===== config.mk =====
export PLATFORM = sky130hd
export DESIGN_NAME = ues_event_status
export DESIGN_NICKNAME = d
export VERILOG_FILES = /design/src/ues_pkg.sv /design/src/ues_reg_if.sv /design/src/ues_sync.sv /design/src/ues_axi_slave.sv /design/src/ues_event_status.sv
export VERILOG_INCLUDE_DIRS = /design/src
export SDC_FILE = /design/constraint.sdc
export NUM_CORES = 1
export LEC_CHECK = 0
export BUFFER_PORTS_ARGS = -buffer_cell sky130_fd_sc_hd__clkbuf_2
export CAP_MARGIN = 15
export CORE_MARGIN = 5
export CORE_UTILIZATION = 54
export DETAILED_ROUTE_END_ITERATION = 8
export GPL_TIMING_DRIVEN = 1
export PLACE_DENSITY = 0.78
export SETUP_SLACK_MARGIN = 0.1
export SLEW_MARGIN = 20
export SYNTH_ARGS = -nofsm -noshare
export SYNTH_HDL_FRONTEND = slang
export SYNTH_HIERARCHICAL = 1
export SYNTH_SLANG_ARGS = --single-unit

===== constraint.sdc =====
create_clock -name clk -period 1.9 [get_ports clk]
set_input_delay 0.19 -clock clk [delete_from_list [all_inputs] [get_ports clk]]
set_output_delay 0.19 -clock clk [all_outputs]
set_load 0.01 [all_outputs]

===== src/ues_consts.svh =====
`ifndef UES_CONSTS_SVH
`define UES_CONSTS_SVH

`define UES_ADDR_W        12
`define UES_DATA_W        32
`define UES_OFF_ENABLE    12'h000
`define UES_OFF_STATUS    12'h004
`define UES_OFF_EPSTAT    12'h00C
`define UES_OFF_BUSATTR   12'h010
`define UES_WORD_LSB      2

`define UES_BIT_SETUP     31
`define UES_BIT_EP0       16
`define UES_EP_COUNT      3
`define UES_BIT_WAKE      3
`define UES_BIT_VBUS      2
`define UES_BIT_XACT      1
`define UES_BIT_BUSEV     0
`define UES_IRQ_BITS      4

`define UES_KIND_W        3
`define UES_KIND_LSB      8
`define UES_ATTR_W        4

`define UES_RST_WORD      32'h0000_0000
`define UES_RST_KIND      3'h0
`define UES_RST_ATTR      4'h0
`define UES_RST_EN        4'h0
`define UES_RESP_OKAY     2'h0
`define UES_RESP_SLVERR   2'h2

`endif


===== src/ues_pkg.sv =====
`include "ues_consts.svh"
package ues_pkg;
    typedef logic [`UES_KIND_W-1:0] ues_kind_t;
    typedef logic [`UES_ATTR_W-1:0] ues_attr_t;
    typedef enum logic {
        UES_WR_IDLE,
        UES_WR_RESP
    } ues_wr_state_t;
endpackage : ues_pkg


===== src/ues_reg_if.sv =====
`timescale 1ns/1ns
`include "ues_consts.svh"
interface ues_reg_if;
    logic                   wr_en;
    logic [`UES_ADDR_W-1:0] wr_addr;
    logic [`UES_DATA_W-1:0] wr_data;
    logic [3:0]             wr_strb;
    logic                   wr_err;
    logic [`UES_ADDR_W-1:0] rd_addr;
    logic [`UES_DATA_W-1:0] rd_data;
    logic                   rd_err;

    modport bus_side (
        output wr_en,
        output wr_addr,
        output wr_data,
        output wr_strb,
        output rd_addr,
        input  wr_err,
        input  rd_data,
        input  rd_err
    );
    modport reg_side (
        input  wr_en,
        input  wr_addr,
        input  wr_data,
        input  wr_strb,
        input  rd_addr,
        output wr_err,
        output rd_data,
        output rd_err
    );
endinterface : ues_reg_if


===== src/ues_sync.sv =====
`timescale 1ns/1ns
module ues_sync #(
    parameter int W = 1
) (
    input  wire logic         clk,
    input  wire logic         rst_n,
    input  wire logic [W-1:0] pin,
    output logic      [W-1:0] level_q
);
    logic [W-1:0] s1_q;
    logic [W-1:0] s2_q;
    logic [W-1:0] s3_q;

    genvar gi;
    generate
        for (gi = 0; gi < W; gi++) begin : g_bit
            // s1 feeds s2 only; a change counts once s2 and s3 agree
            always_ff @(posedge clk or negedge rst_n) begin
                if (!rst_n) begin
                    s1_q[gi]    <= 1'b0;
                    s2_q[gi]    <= 1'b0;
                    s3_q[gi]    <= 1'b0;
                    level_q[gi] <= 1'b0;
                end else begin
                    s1_q[gi] <= pin[gi];
                    s2_q[gi] <= s1_q[gi];
                    s3_q[gi] <= s2_q[gi];
                    if (s2_q[gi] == s3_q[gi]) begin
                        level_q[gi] <= s3_q[gi];
                    end
                end
            end
        end
    endgenerate
endmodule : ues_sync


===== src/ues_axi_slave.sv =====
`timescale 1ns/1ns
`include "ues_consts.svh"
module ues_axi_slave
    import ues_pkg::*;
(
    input  wire logic                   clk,
    input  wire logic                   rst_n,
    input  wire logic [`UES_ADDR_W-1:0] awaddr,
    input  wire logic                   awvalid,
    output logic                        awready,
    input  wire logic [`UES_DATA_W-1:0] wdata,
    input  wire logic [3:0]             wstrb,
    input  wire logic                   wvalid,
    output logic                        wready,
    output logic [1:0]                  bresp,
    output logic                        bvalid,
    input  wire logic                   bready,
    input  wire logic [`UES_ADDR_W-1:0] araddr,
    input  wire logic                   arvalid,
    output logic                        arready,
    output logic [`UES_DATA_W-1:0]      rdata,
    output logic [1:0]                  rresp,
    output logic                        rvalid,
    input  wire logic                   rready,
    ues_reg_if.bus_side                 regs
);
    ues_wr_state_t          wr_state_q;
    logic                   aw_full_q;
    logic                   w_full_q;
    logic [`UES_ADDR_W-1:0] aw_addr_q;
    logic [`UES_DATA_W-1:0] w_data_q;
    logic [3:0]             w_strb_q;

    wire aw_take = awvalid & awready;
    wire w_take  = wvalid & wready;
    wire commit  = (wr_state_q == UES_WR_IDLE) & aw_full_q & w_full_q;
    wire b_done  = bvalid & bready;
    wire ar_take = arvalid & arready;
    wire r_done  = rvalid & rready;

    assign regs.wr_en   = commit;
    assign regs.wr_addr = aw_addr_q;
    assign regs.wr_data = w_data_q;
    assign regs.wr_strb = w_strb_q;
    assign regs.rd_addr = araddr;

    always_ff @(posedge clk or negedge rst_n) begin
        if (!rst_n) begin
            aw_full_q <= 1'b0;
            aw_addr_q <= '0;
            awready   <= 1'b1;
        end else if (aw_take) begin
            aw_full_q <= 1'b1;
            aw_addr_q <= awaddr;
            awready   <= 1'b0;
        end else if (b_done) begin
            aw_full_q <= 1'b0;
            awready   <= 1'b1;
        end
    end

    always_ff @(posedge clk or negedge rst_n) begin
        if (!rst_n) begin
            w_full_q <= 1'b0;
            w_data_q <= '0;
            w_strb_q <= '0;
            wready   <= 1'b1;
        end else if (w_take) begin
            w_full_q <= 1'b1;
            w_data_q <= wdata;
            w_strb_q <= wstrb;
            wready   <= 1'b0;
        end else if (b_done) begin
            w_full_q <= 1'b0;
            wready   <= 1'b1;
        end
    end

    always_ff @(posedge clk or negedge rst_n) begin
        if (!rst_n) begin
            wr_state_q <= UES_WR_IDLE;
            bvalid     <= 1'b0;
            bresp      <= `UES_RESP_OKAY;
        end else begin
            case (wr_state_q)
                UES_WR_IDLE: begin
                    if (commit) begin
                        wr_state_q <= UES_WR_RESP;
                        bvalid     <= 1'b1;
                        bresp      <= regs.wr_err ? `UES_RESP_SLVERR : `UES_RESP_OKAY;
                    end
                end
                UES_WR_RESP: begin
                    if (bready) begin
                        wr_state_q <= UES_WR_IDLE;
                        bvalid     <= 1'b0;
                    end
                end
                default: wr_state_q <= UES_WR_IDLE;
            endcase
        end
    end

    // read data captured at the address handshake, held until taken
    always_ff @(posedge clk or negedge rst_n) begin
        if (!rst_n) begin
            arready <= 1'b1;
            rvalid  <= 1'b0;
            rdata   <= `UES_RST_WORD;
            rresp   <= `UES_RESP_OKAY;
        end else if (ar_take) begin
            arready <= 1'b0;
            rvalid  <= 1'b1;
            rdata   <= regs.rd_data;
            rresp   <= regs.rd_err ? `UES_RESP_SLVERR : `UES_RESP_OKAY;
        end else if (r_done) begin
            arready <= 1'b1;
            rvalid  <= 1'b0;
        end
    end
endmodule : ues_axi_slave


===== src/ues_event_status.sv =====
// What this block does
// RL1: endpoint 2 flag, kind in 16:14
// RL2: endpoint 1 flag, kind in 13:11
// RL3: endpoint 0 flag, kind in 10:8
// RL4: idle wake-up flag bit 3, write-one clears
// RL5: cable attach/detach flag bit 2, sticky
// RL6: any transaction event sets bit 1
// RL7: bit 1 clears by itself or group clear
// RL8: suspend/resume flag bit 0, attribute kept
// RL9: status bits 15 to 4 carry nothing
// RL10: setup flag bit 31, write-one clears
// RL11: interrupt only where enable bit is set
// RL12: reserved reads zero, zero writes ignored
// RL13: simultaneous event beats its clear
`timescale 1ns/1ns
`include "ues_consts.svh"
module ues_event_status
    import ues_pkg::*;
(
    input  wire logic                     clk,
    input  wire logic                     rst_n,
    input  wire logic [`UES_ADDR_W-1:0]   s_axi_awaddr,
    input  wire logic                     s_axi_awvalid,
    output logic                          s_axi_awready,
    input  wire logic [`UES_DATA_W-1:0]   s_axi_wdata,
    input  wire logic [3:0]               s_axi_wstrb,
    input  wire logic                     s_axi_wvalid,
    output logic                          s_axi_wready,
    output logic [1:0]                    s_axi_bresp,
    output logic                          s_axi_bvalid,
    input  wire logic                     s_axi_bready,
    input  wire logic [`UES_ADDR_W-1:0]   s_axi_araddr,
    input  wire logic                     s_axi_arvalid,
    output logic                          s_axi_arready,
    output logic [`UES_DATA_W-1:0]        s_axi_rdata,
    output logic [1:0]                    s_axi_rresp,
    output logic                          s_axi_rvalid,
    input  wire logic                     s_axi_rready,
    input  wire logic [`UES_EP_COUNT-1:0] ep_event,
    input  wire logic [8:0]               ep_kind,
    input  wire logic                     setup_event,
    input  wire logic                     idle_wakeup_event,
    input  wire logic                     vbus_pin,
    input  wire logic                     bus_state_event,
    input  wire logic [`UES_ATTR_W-1:0]   bus_state_attr,
    output logic                          irq_q
);
    ues_reg_if regs ();

    ues_axi_slave u_axi (
        .clk     (clk),
        .rst_n   (rst_n),
        .awaddr  (s_axi_awaddr),
        .awvalid (s_axi_awvalid),
        .awready (s_axi_awready),
        .wdata   (s_axi_wdata),
        .wstrb   (s_axi_wstrb),
        .wvalid  (s_axi_wvalid),
        .wready  (s_axi_wready),
        .bresp   (s_axi_bresp),
        .bvalid  (s_axi_bvalid),
        .bready  (s_axi_bready),
        .araddr  (s_axi_araddr),
        .arvalid (s_axi_arvalid),
        .arready (s_axi_arready),
        .rdata   (s_axi_rdata),
        .rresp   (s_axi_rresp),
        .rvalid  (s_axi_rvalid),
        .rready  (s_axi_rready),
        .regs    (regs.bus_side)
    );

    // cable sense is a pin, so it is filtered first
    logic vbus_level;
    logic vbus_prev_q;

    ues_sync #(.W(1)) u_vbus_sync (
        .clk     (clk),
        .rst_n   (rst_n),
        .pin     (vbus_pin),
        .level_q (vbus_level)
    );

    always_ff @(posedge clk or negedge rst_n) begin
        if (!rst_n) begin
            vbus_prev_q <= 1'b0;
        end else begin
            vbus_prev_q <= vbus_level;
        end
    end

    // either edge is one attach or detach event
    wire vbus_change = vbus_level ^ vbus_prev_q;

    // address decode
    wire [`UES_ADDR_W-1:0] wa = regs.wr_addr;
    wire [`UES_ADDR_W-1:0] ra = regs.rd_addr;

    wire wa_en   = (wa == `UES_OFF_ENABLE);
    wire wa_sts  = (wa == `UES_OFF_STATUS);
    wire wa_eps  = (wa == `UES_OFF_EPSTAT);
    wire wa_attr = (wa == `UES_OFF_BUSATTR);
    wire ra_en   = (ra == `UES_OFF_ENABLE);
    wire ra_sts  = (ra == `UES_OFF_STATUS);
    wire ra_eps  = (ra == `UES_OFF_EPSTAT);
    wire ra_attr = (ra == `UES_OFF_BUSATTR);

    // read-only words drop writes quietly
    assign regs.wr_err = ~(wa_en | wa_sts | wa_eps | wa_attr);
    assign regs.rd_err = ~(ra_en | ra_sts | ra_eps | ra_attr);

    wire [`UES_DATA_W-1:0] byte_mask = {{8{regs.wr_strb[3]}},
                                        {8{regs.wr_strb[2]}},
                                        {8{regs.wr_strb[1]}},
                                        {8{regs.wr_strb[0]}}};

    wire                   sts_wr  = regs.wr_en & wa_sts;
    wire                   en_wr   = regs.wr_en & wa_en & regs.wr_strb[0];
    // only ones written through enabled lanes clear anything
    wire [`UES_DATA_W-1:0] w1c     = sts_wr ? (regs.wr_data & byte_mask) : `UES_RST_WORD; // RL12
    wire [`UES_DATA_W-1:0] en_bits = regs.wr_data & byte_mask;

    // interrupt enables
    logic [`UES_IRQ_BITS-1:0] enable_q;

    always_ff @(posedge clk or negedge rst_n) begin
        if (!rst_n) begin
            enable_q <= `UES_RST_EN;
        end else if (en_wr) begin
            enable_q <= en_bits[`UES_IRQ_BITS-1:0];
        end
    end

    // endpoint flags and their event kinds
    logic      [`UES_EP_COUNT-1:0] ep_flag_q;
    logic      [`UES_EP_COUNT-1:0] ep_flag_d;
    ues_kind_t                     ep_kind_q [`UES_EP_COUNT];
    wire                           xact_clr_req = w1c[`UES_BIT_XACT];

    genvar gi;
    generate
        for (gi = 0; gi < `UES_EP_COUNT; gi++) begin : g_ep
            wire ep_clr = w1c[`UES_BIT_EP0 + gi] | xact_clr_req; // RL1 RL2 RL3

            // set term wins over a same-cycle clear
            assign ep_flag_d[gi] = ep_event[gi] | (ep_flag_q[gi] & ~ep_clr); // RL13

            always_ff @(posedge clk or negedge rst_n) begin
                if (!rst_n) begin
                    ep_flag_q[gi] <= 1'b0;
                    ep_kind_q[gi] <= `UES_RST_KIND;
                end else begin
                    ep_flag_q[gi] <= ep_flag_d[gi];
                    if (ep_event[gi]) begin
                        ep_kind_q[gi] <= ep_kind[gi*`UES_KIND_W +: `UES_KIND_W]; // RL1 RL2 RL3
                    end
                end
            end
        end
    endgenerate

    // setup, transaction, wake-up, cable and bus-state flags
    logic      setup_flag_q;
    logic      transaction_event_flag_q;
    logic      idle_wakeup_flag_q;
    logic      cable_attach_flag_q;
    logic      bus_state_event_flag_q;
    ues_attr_t bus_attr_q;

    wire setup_flag_d = setup_event | (setup_flag_q & ~w1c[`UES_BIT_SETUP]); // RL10 RL13

    // group clear drops bit 1 only once the whole group is empty
    wire group_hit   = w1c[`UES_BIT_SETUP] |
                       (|w1c[`UES_BIT_EP0 +: `UES_EP_COUNT]);
    wire group_empty = ~(|ep_flag_d) & ~setup_flag_d;
    wire xact_clr    = xact_clr_req | (group_hit & group_empty); // RL7
    wire xact_set    = (|ep_event) | setup_event; // RL6

    wire xact_d  = xact_set | (transaction_event_flag_q & ~xact_clr); // RL13
    wire wake_d  = idle_wakeup_event |
                   (idle_wakeup_flag_q & ~w1c[`UES_BIT_WAKE]); // RL4
    wire cable_d = vbus_change |
                   (cable_attach_flag_q & ~w1c[`UES_BIT_VBUS]); // RL5
    wire busev_d = bus_state_event |
                   (bus_state_event_flag_q & ~w1c[`UES_BIT_BUSEV]); // RL8

    always_ff @(posedge clk or negedge rst_n) begin
        if (!rst_n) begin
            setup_flag_q             <= 1'b0;
            transaction_event_flag_q <= 1'b0;
            idle_wakeup_flag_q       <= 1'b0;
            cable_attach_flag_q      <= 1'b0;
            bus_state_event_flag_q   <= 1'b0;
        end else begin
            setup_flag_q             <= setup_flag_d;
            transaction_event_flag_q <= xact_d;
            idle_wakeup_flag_q       <= wake_d;
            cable_attach_flag_q      <= cable_d;
            bus_state_event_flag_q   <= busev_d;
        end
    end

    // attribute of the last bus event, suspend or resume
    always_ff @(posedge clk or negedge rst_n) begin
        if (!rst_n) begin
            bus_attr_q <= `UES_RST_ATTR;
        end else if (bus_state_event) begin
            bus_attr_q <= bus_state_attr; // RL8
        end
    end

    // endpoint and setup events reach irq through bit 1
    wire [`UES_IRQ_BITS-1:0] irq_src = {idle_wakeup_flag_q,
                                        cable_attach_flag_q,
                                        transaction_event_flag_q,
                                        bus_state_event_flag_q};
    wire                     irq_d   = |(irq_src & enable_q); // RL11

    always_ff @(posedge clk or negedge rst_n) begin
        if (!rst_n) begin
            irq_q <= 1'b0;
        end else begin
            irq_q <= irq_d;
        end
    end

    // read mux
    logic [`UES_DATA_W-1:0] sts_word;
    logic [`UES_DATA_W-1:0] eps_word;
    logic [`UES_DATA_W-1:0] en_word;
    logic [`UES_DATA_W-1:0] attr_word;

    always_comb begin
        sts_word = `UES_RST_WORD; // RL9 RL12
        sts_word[`UES_BIT_SETUP] = setup_flag_q;
        sts_word[`UES_BIT_EP0 +: `UES_EP_COUNT] = ep_flag_q;
        sts_word[`UES_BIT_WAKE]  = idle_wakeup_flag_q;
        sts_word[`UES_BIT_VBUS]  = cable_attach_flag_q;
        sts_word[`UES_BIT_XACT]  = transaction_event_flag_q;
        sts_word[`UES_BIT_BUSEV] = bus_state_event_flag_q;
    end

    always_comb begin
        eps_word = `UES_RST_WORD;
        for (int i = 0; i < `UES_EP_COUNT; i++) begin
            eps_word[`UES_KIND_LSB + i*`UES_KIND_W +: `UES_KIND_W] = ep_kind_q[i];
        end
    end

    always_comb begin
        en_word = `UES_RST_WORD;
        en_word[`UES_IRQ_BITS-1:0] = enable_q;
        attr_word = `UES_RST_WORD;
        attr_word[`UES_ATTR_W-1:0] = bus_attr_q;
    end

    assign regs.rd_data = ra_sts  ? sts_word  :
                          ra_eps  ? eps_word  :
                          ra_en   ? en_word   :
                          ra_attr ? attr_word : `UES_RST_WORD;
endmodule : ues_event_status


==> results.yml <==
timing:
  min_period_over_period_pct: 87.93
  fin_worst_skew_ns: 0.006651
  rsz0062_at_grt: "false"
  period_needed_ns: 1.671
  fmax_ghz: 0.5985
  setup_tns_ns: 0
  final_hold_viol_count: 0
  holdWs_ns: 0.02079
  final-setup-viol-count: 0
  maxSlewViolCount: 0
cells_and_area:
  multi_input_comb_area_mm2: 0.001582
  area_growth_pct: 18.02
  final_nets: 488
  drive_gt1_share_pct: 50.86
  fillerInstances: 574
  fin_area_mm2: 0.004876
  antennaDiodeCount: 0
  regArea_mm2: 0.002406
  final_cells: 504
logic_synthesis:
  syn_area_mm2: 0.004131
  synth.avg_cell_area_um2: 14.30
  synthCells: 289
  yosysWarnings: 6
detailed_routing:
  drt_iter0_markers: 65
  drc_errors: 0
  via_per_inst: 5.071
  drtPass1Iterations: 4
  wl_per_cell_um: 15.48
  via_count: 2556
  final_antenna_net_count: 0
  drt-total-wl_um: 7802
die:
  num_rows: 31
  die_y_um: 97.47
  die_w_um: 97.47
  core_mm2: 0.007370
  start_util_pct: 56.06
  fp.dieArea_mm2: 0.009500
  ioPinCount: 129
power:
  power.leakage_nw: 2.390
  p_clk_share_pct: 21.0
  p_switching_mw: 1.618
  p_per_area_mw_per_mm2: 1111
  p_int_mw: 3.798
  comb_power_share_pct: 24.4
  ir_drop_uv: 613.2
  p_sw_share_pct: 29.87
  p_seq_share_pct: 54.6
grt:
  antenna_found_initial: 0
  grt_max_degree: 49
  grt_use_total_pct: 17.28
  grt_pass1_vias: 2711
  grt-ovfl-total: 0
  grt_pass1_wl_um: 13210
critical_path:
  crit_fanout: 4
  cp-start-kind: "register"
  critPathRequiredTime_ns: 2.13
  end_kind: "register"
  worstSetupPathType: "reg -> reg"
  worstPathArrival_ns: 1.90
clocking:
  cts.sinks: 96
  cts_tree: "done"
  htreeDepth: 3
  clockBufferDepth: 2
  cts_buffers: 9
  clock_latency_ns: 0.35
  cts_root_buffer: "clkbuf_8"
  clkTransAtPathRegs_ns: 0.09
run_status:
  status: "finished, final reports clean"
job:
  cap_violations: 0
placement:
  gp_congestion: 0.7269
  post-dp-hpwl_um: 5960
  placed_cells: 486
  io_buffers: 101
  placed_area_mm2: 0.004679
worst_hold_path:
  hold_class: "in -> reg"
## per-stage QoR
stage	power (mW)	worst slack, ns	util, %
global route	5.737	0.1601	66.16
floorplan	3.827	0.3139	-
CTS	5.469	0.1275	66.10
detailed placement	4.328	0.1719	63.50
global placement	4.223	0.2097	63.50
finish	5.416	0.2293	66.16
## sequential cells by signal, indices dropped and copies added (netlist names), 3 cells and up
signal	flops
bus_attr_q	4
enable_q	4
ep_flag_q	3
ep_kind_q	9
u_axi/rdata	32
u_axi/regs.wr_addr	12
u_axi/regs.wr_data	8
u_axi/regs.wr_strb	3
## power groups by stage
stage	Clock [mW]	Sequential, mW	Combinational, mW
after detailed placement	0	3.00	1.33
final	1.14	2.96	1.32
after floorplan	0	2.99	0.836
after global placement	0	2.95	1.28
after global routing	1.27	3.03	1.43
after CTS	1.18	2.96	1.34
## critical path, stage by stage (launching register included)
cell and delay, ns:
dfrtp_1 0.41, nor4_4 0.31, and3_1 0.22, and4b_4 0.30, mux2_4 0.31
## final timing paths
check | from | slack, ns | cells after the start | to
max | u_axi/regs.wr_addr[1] | 0.23 | 4 | enable_q[1]
min | s_axi_arvalid | 0.02 | 2 | u_axi/arready
max reg2reg | u_axi/regs.wr_addr[1] | 0.23 | 4 | enable_q[1]
min reg2reg | u_vbus_sync/s1_q | 0.39 | 0 | u_vbus_sync/s2_q
max in group asynchronous | rst_n | 0.93 | 3 | u_axi/arready
min in group asynchronous | rst_n | 0.31 | 2 | u_axi/aw_full_q
## layout by cell type, fill, tap and decap left out, types with 2 or more instances in the layout
cell type / count
nand2b_1: 3
conb_1: 18
mux2i_1: 9
clkinv_2: 2
dfrtp_1: 93
nor2_2: 2
and2_1: 11
a21oi_1: 2
a22oi_1: 5
nand2_1: 7
buf_4: 4
dlygate4sd3_1: 3
nand4_1: 3
o21ai_0: 5
a22o_1: 3
clkbuf_2: 100
clkinvlp_4: 2
mux2_4: 14
clkbuf_8: 9
dfstp_2: 3
a21o_1: 4
nor2_1: 4
mux2_2: 60
o2bb2ai_1: 4
inv_1: 6
nor3_1: 3
nand3_1: 4
## area by class of cell
| cell class | count | area share, % |
|---|---|---|
| Timing Repair Buffer | 108 | 11.91 |
| Sequential cell | 96 | 49.35 |
| Clock inverter | 5 | 0.6928 |
| Tap cell | 99 | 2.540 |
| Clock buffer | 10 | 2.617 |
| Multi-Input combinational cell | 180 | 32.44 |
| Inverter | 6 | 0.4619 |
## routing by layer
| layer | vias to the layer above | wire length, um | GRT usage (%) |
|---|---|---|---|
| met5 | - | 0 | 0 |
| met4 | 0 | 142 | 7.242 |
| met3 | 10 | 472 | 3.877 |
| met2 | 74 | 3816 | 27.99 |
| met1 | 1253 | 3371 | 22.46 |
| li1 | 1219 | - | - |
## repair_timing
| action | in CTS | in global routing |
|---|---|---|
| gates resized for setup | 0 | 1 |
| hold buffers | 3 | 0 |
| setup endpoints to repair | 0 | 11 |
| endpoints found under the hold margin | 31 | 0 |
| setup buffers | 0 | 0 |
Power figures use the tool's default switching activity.
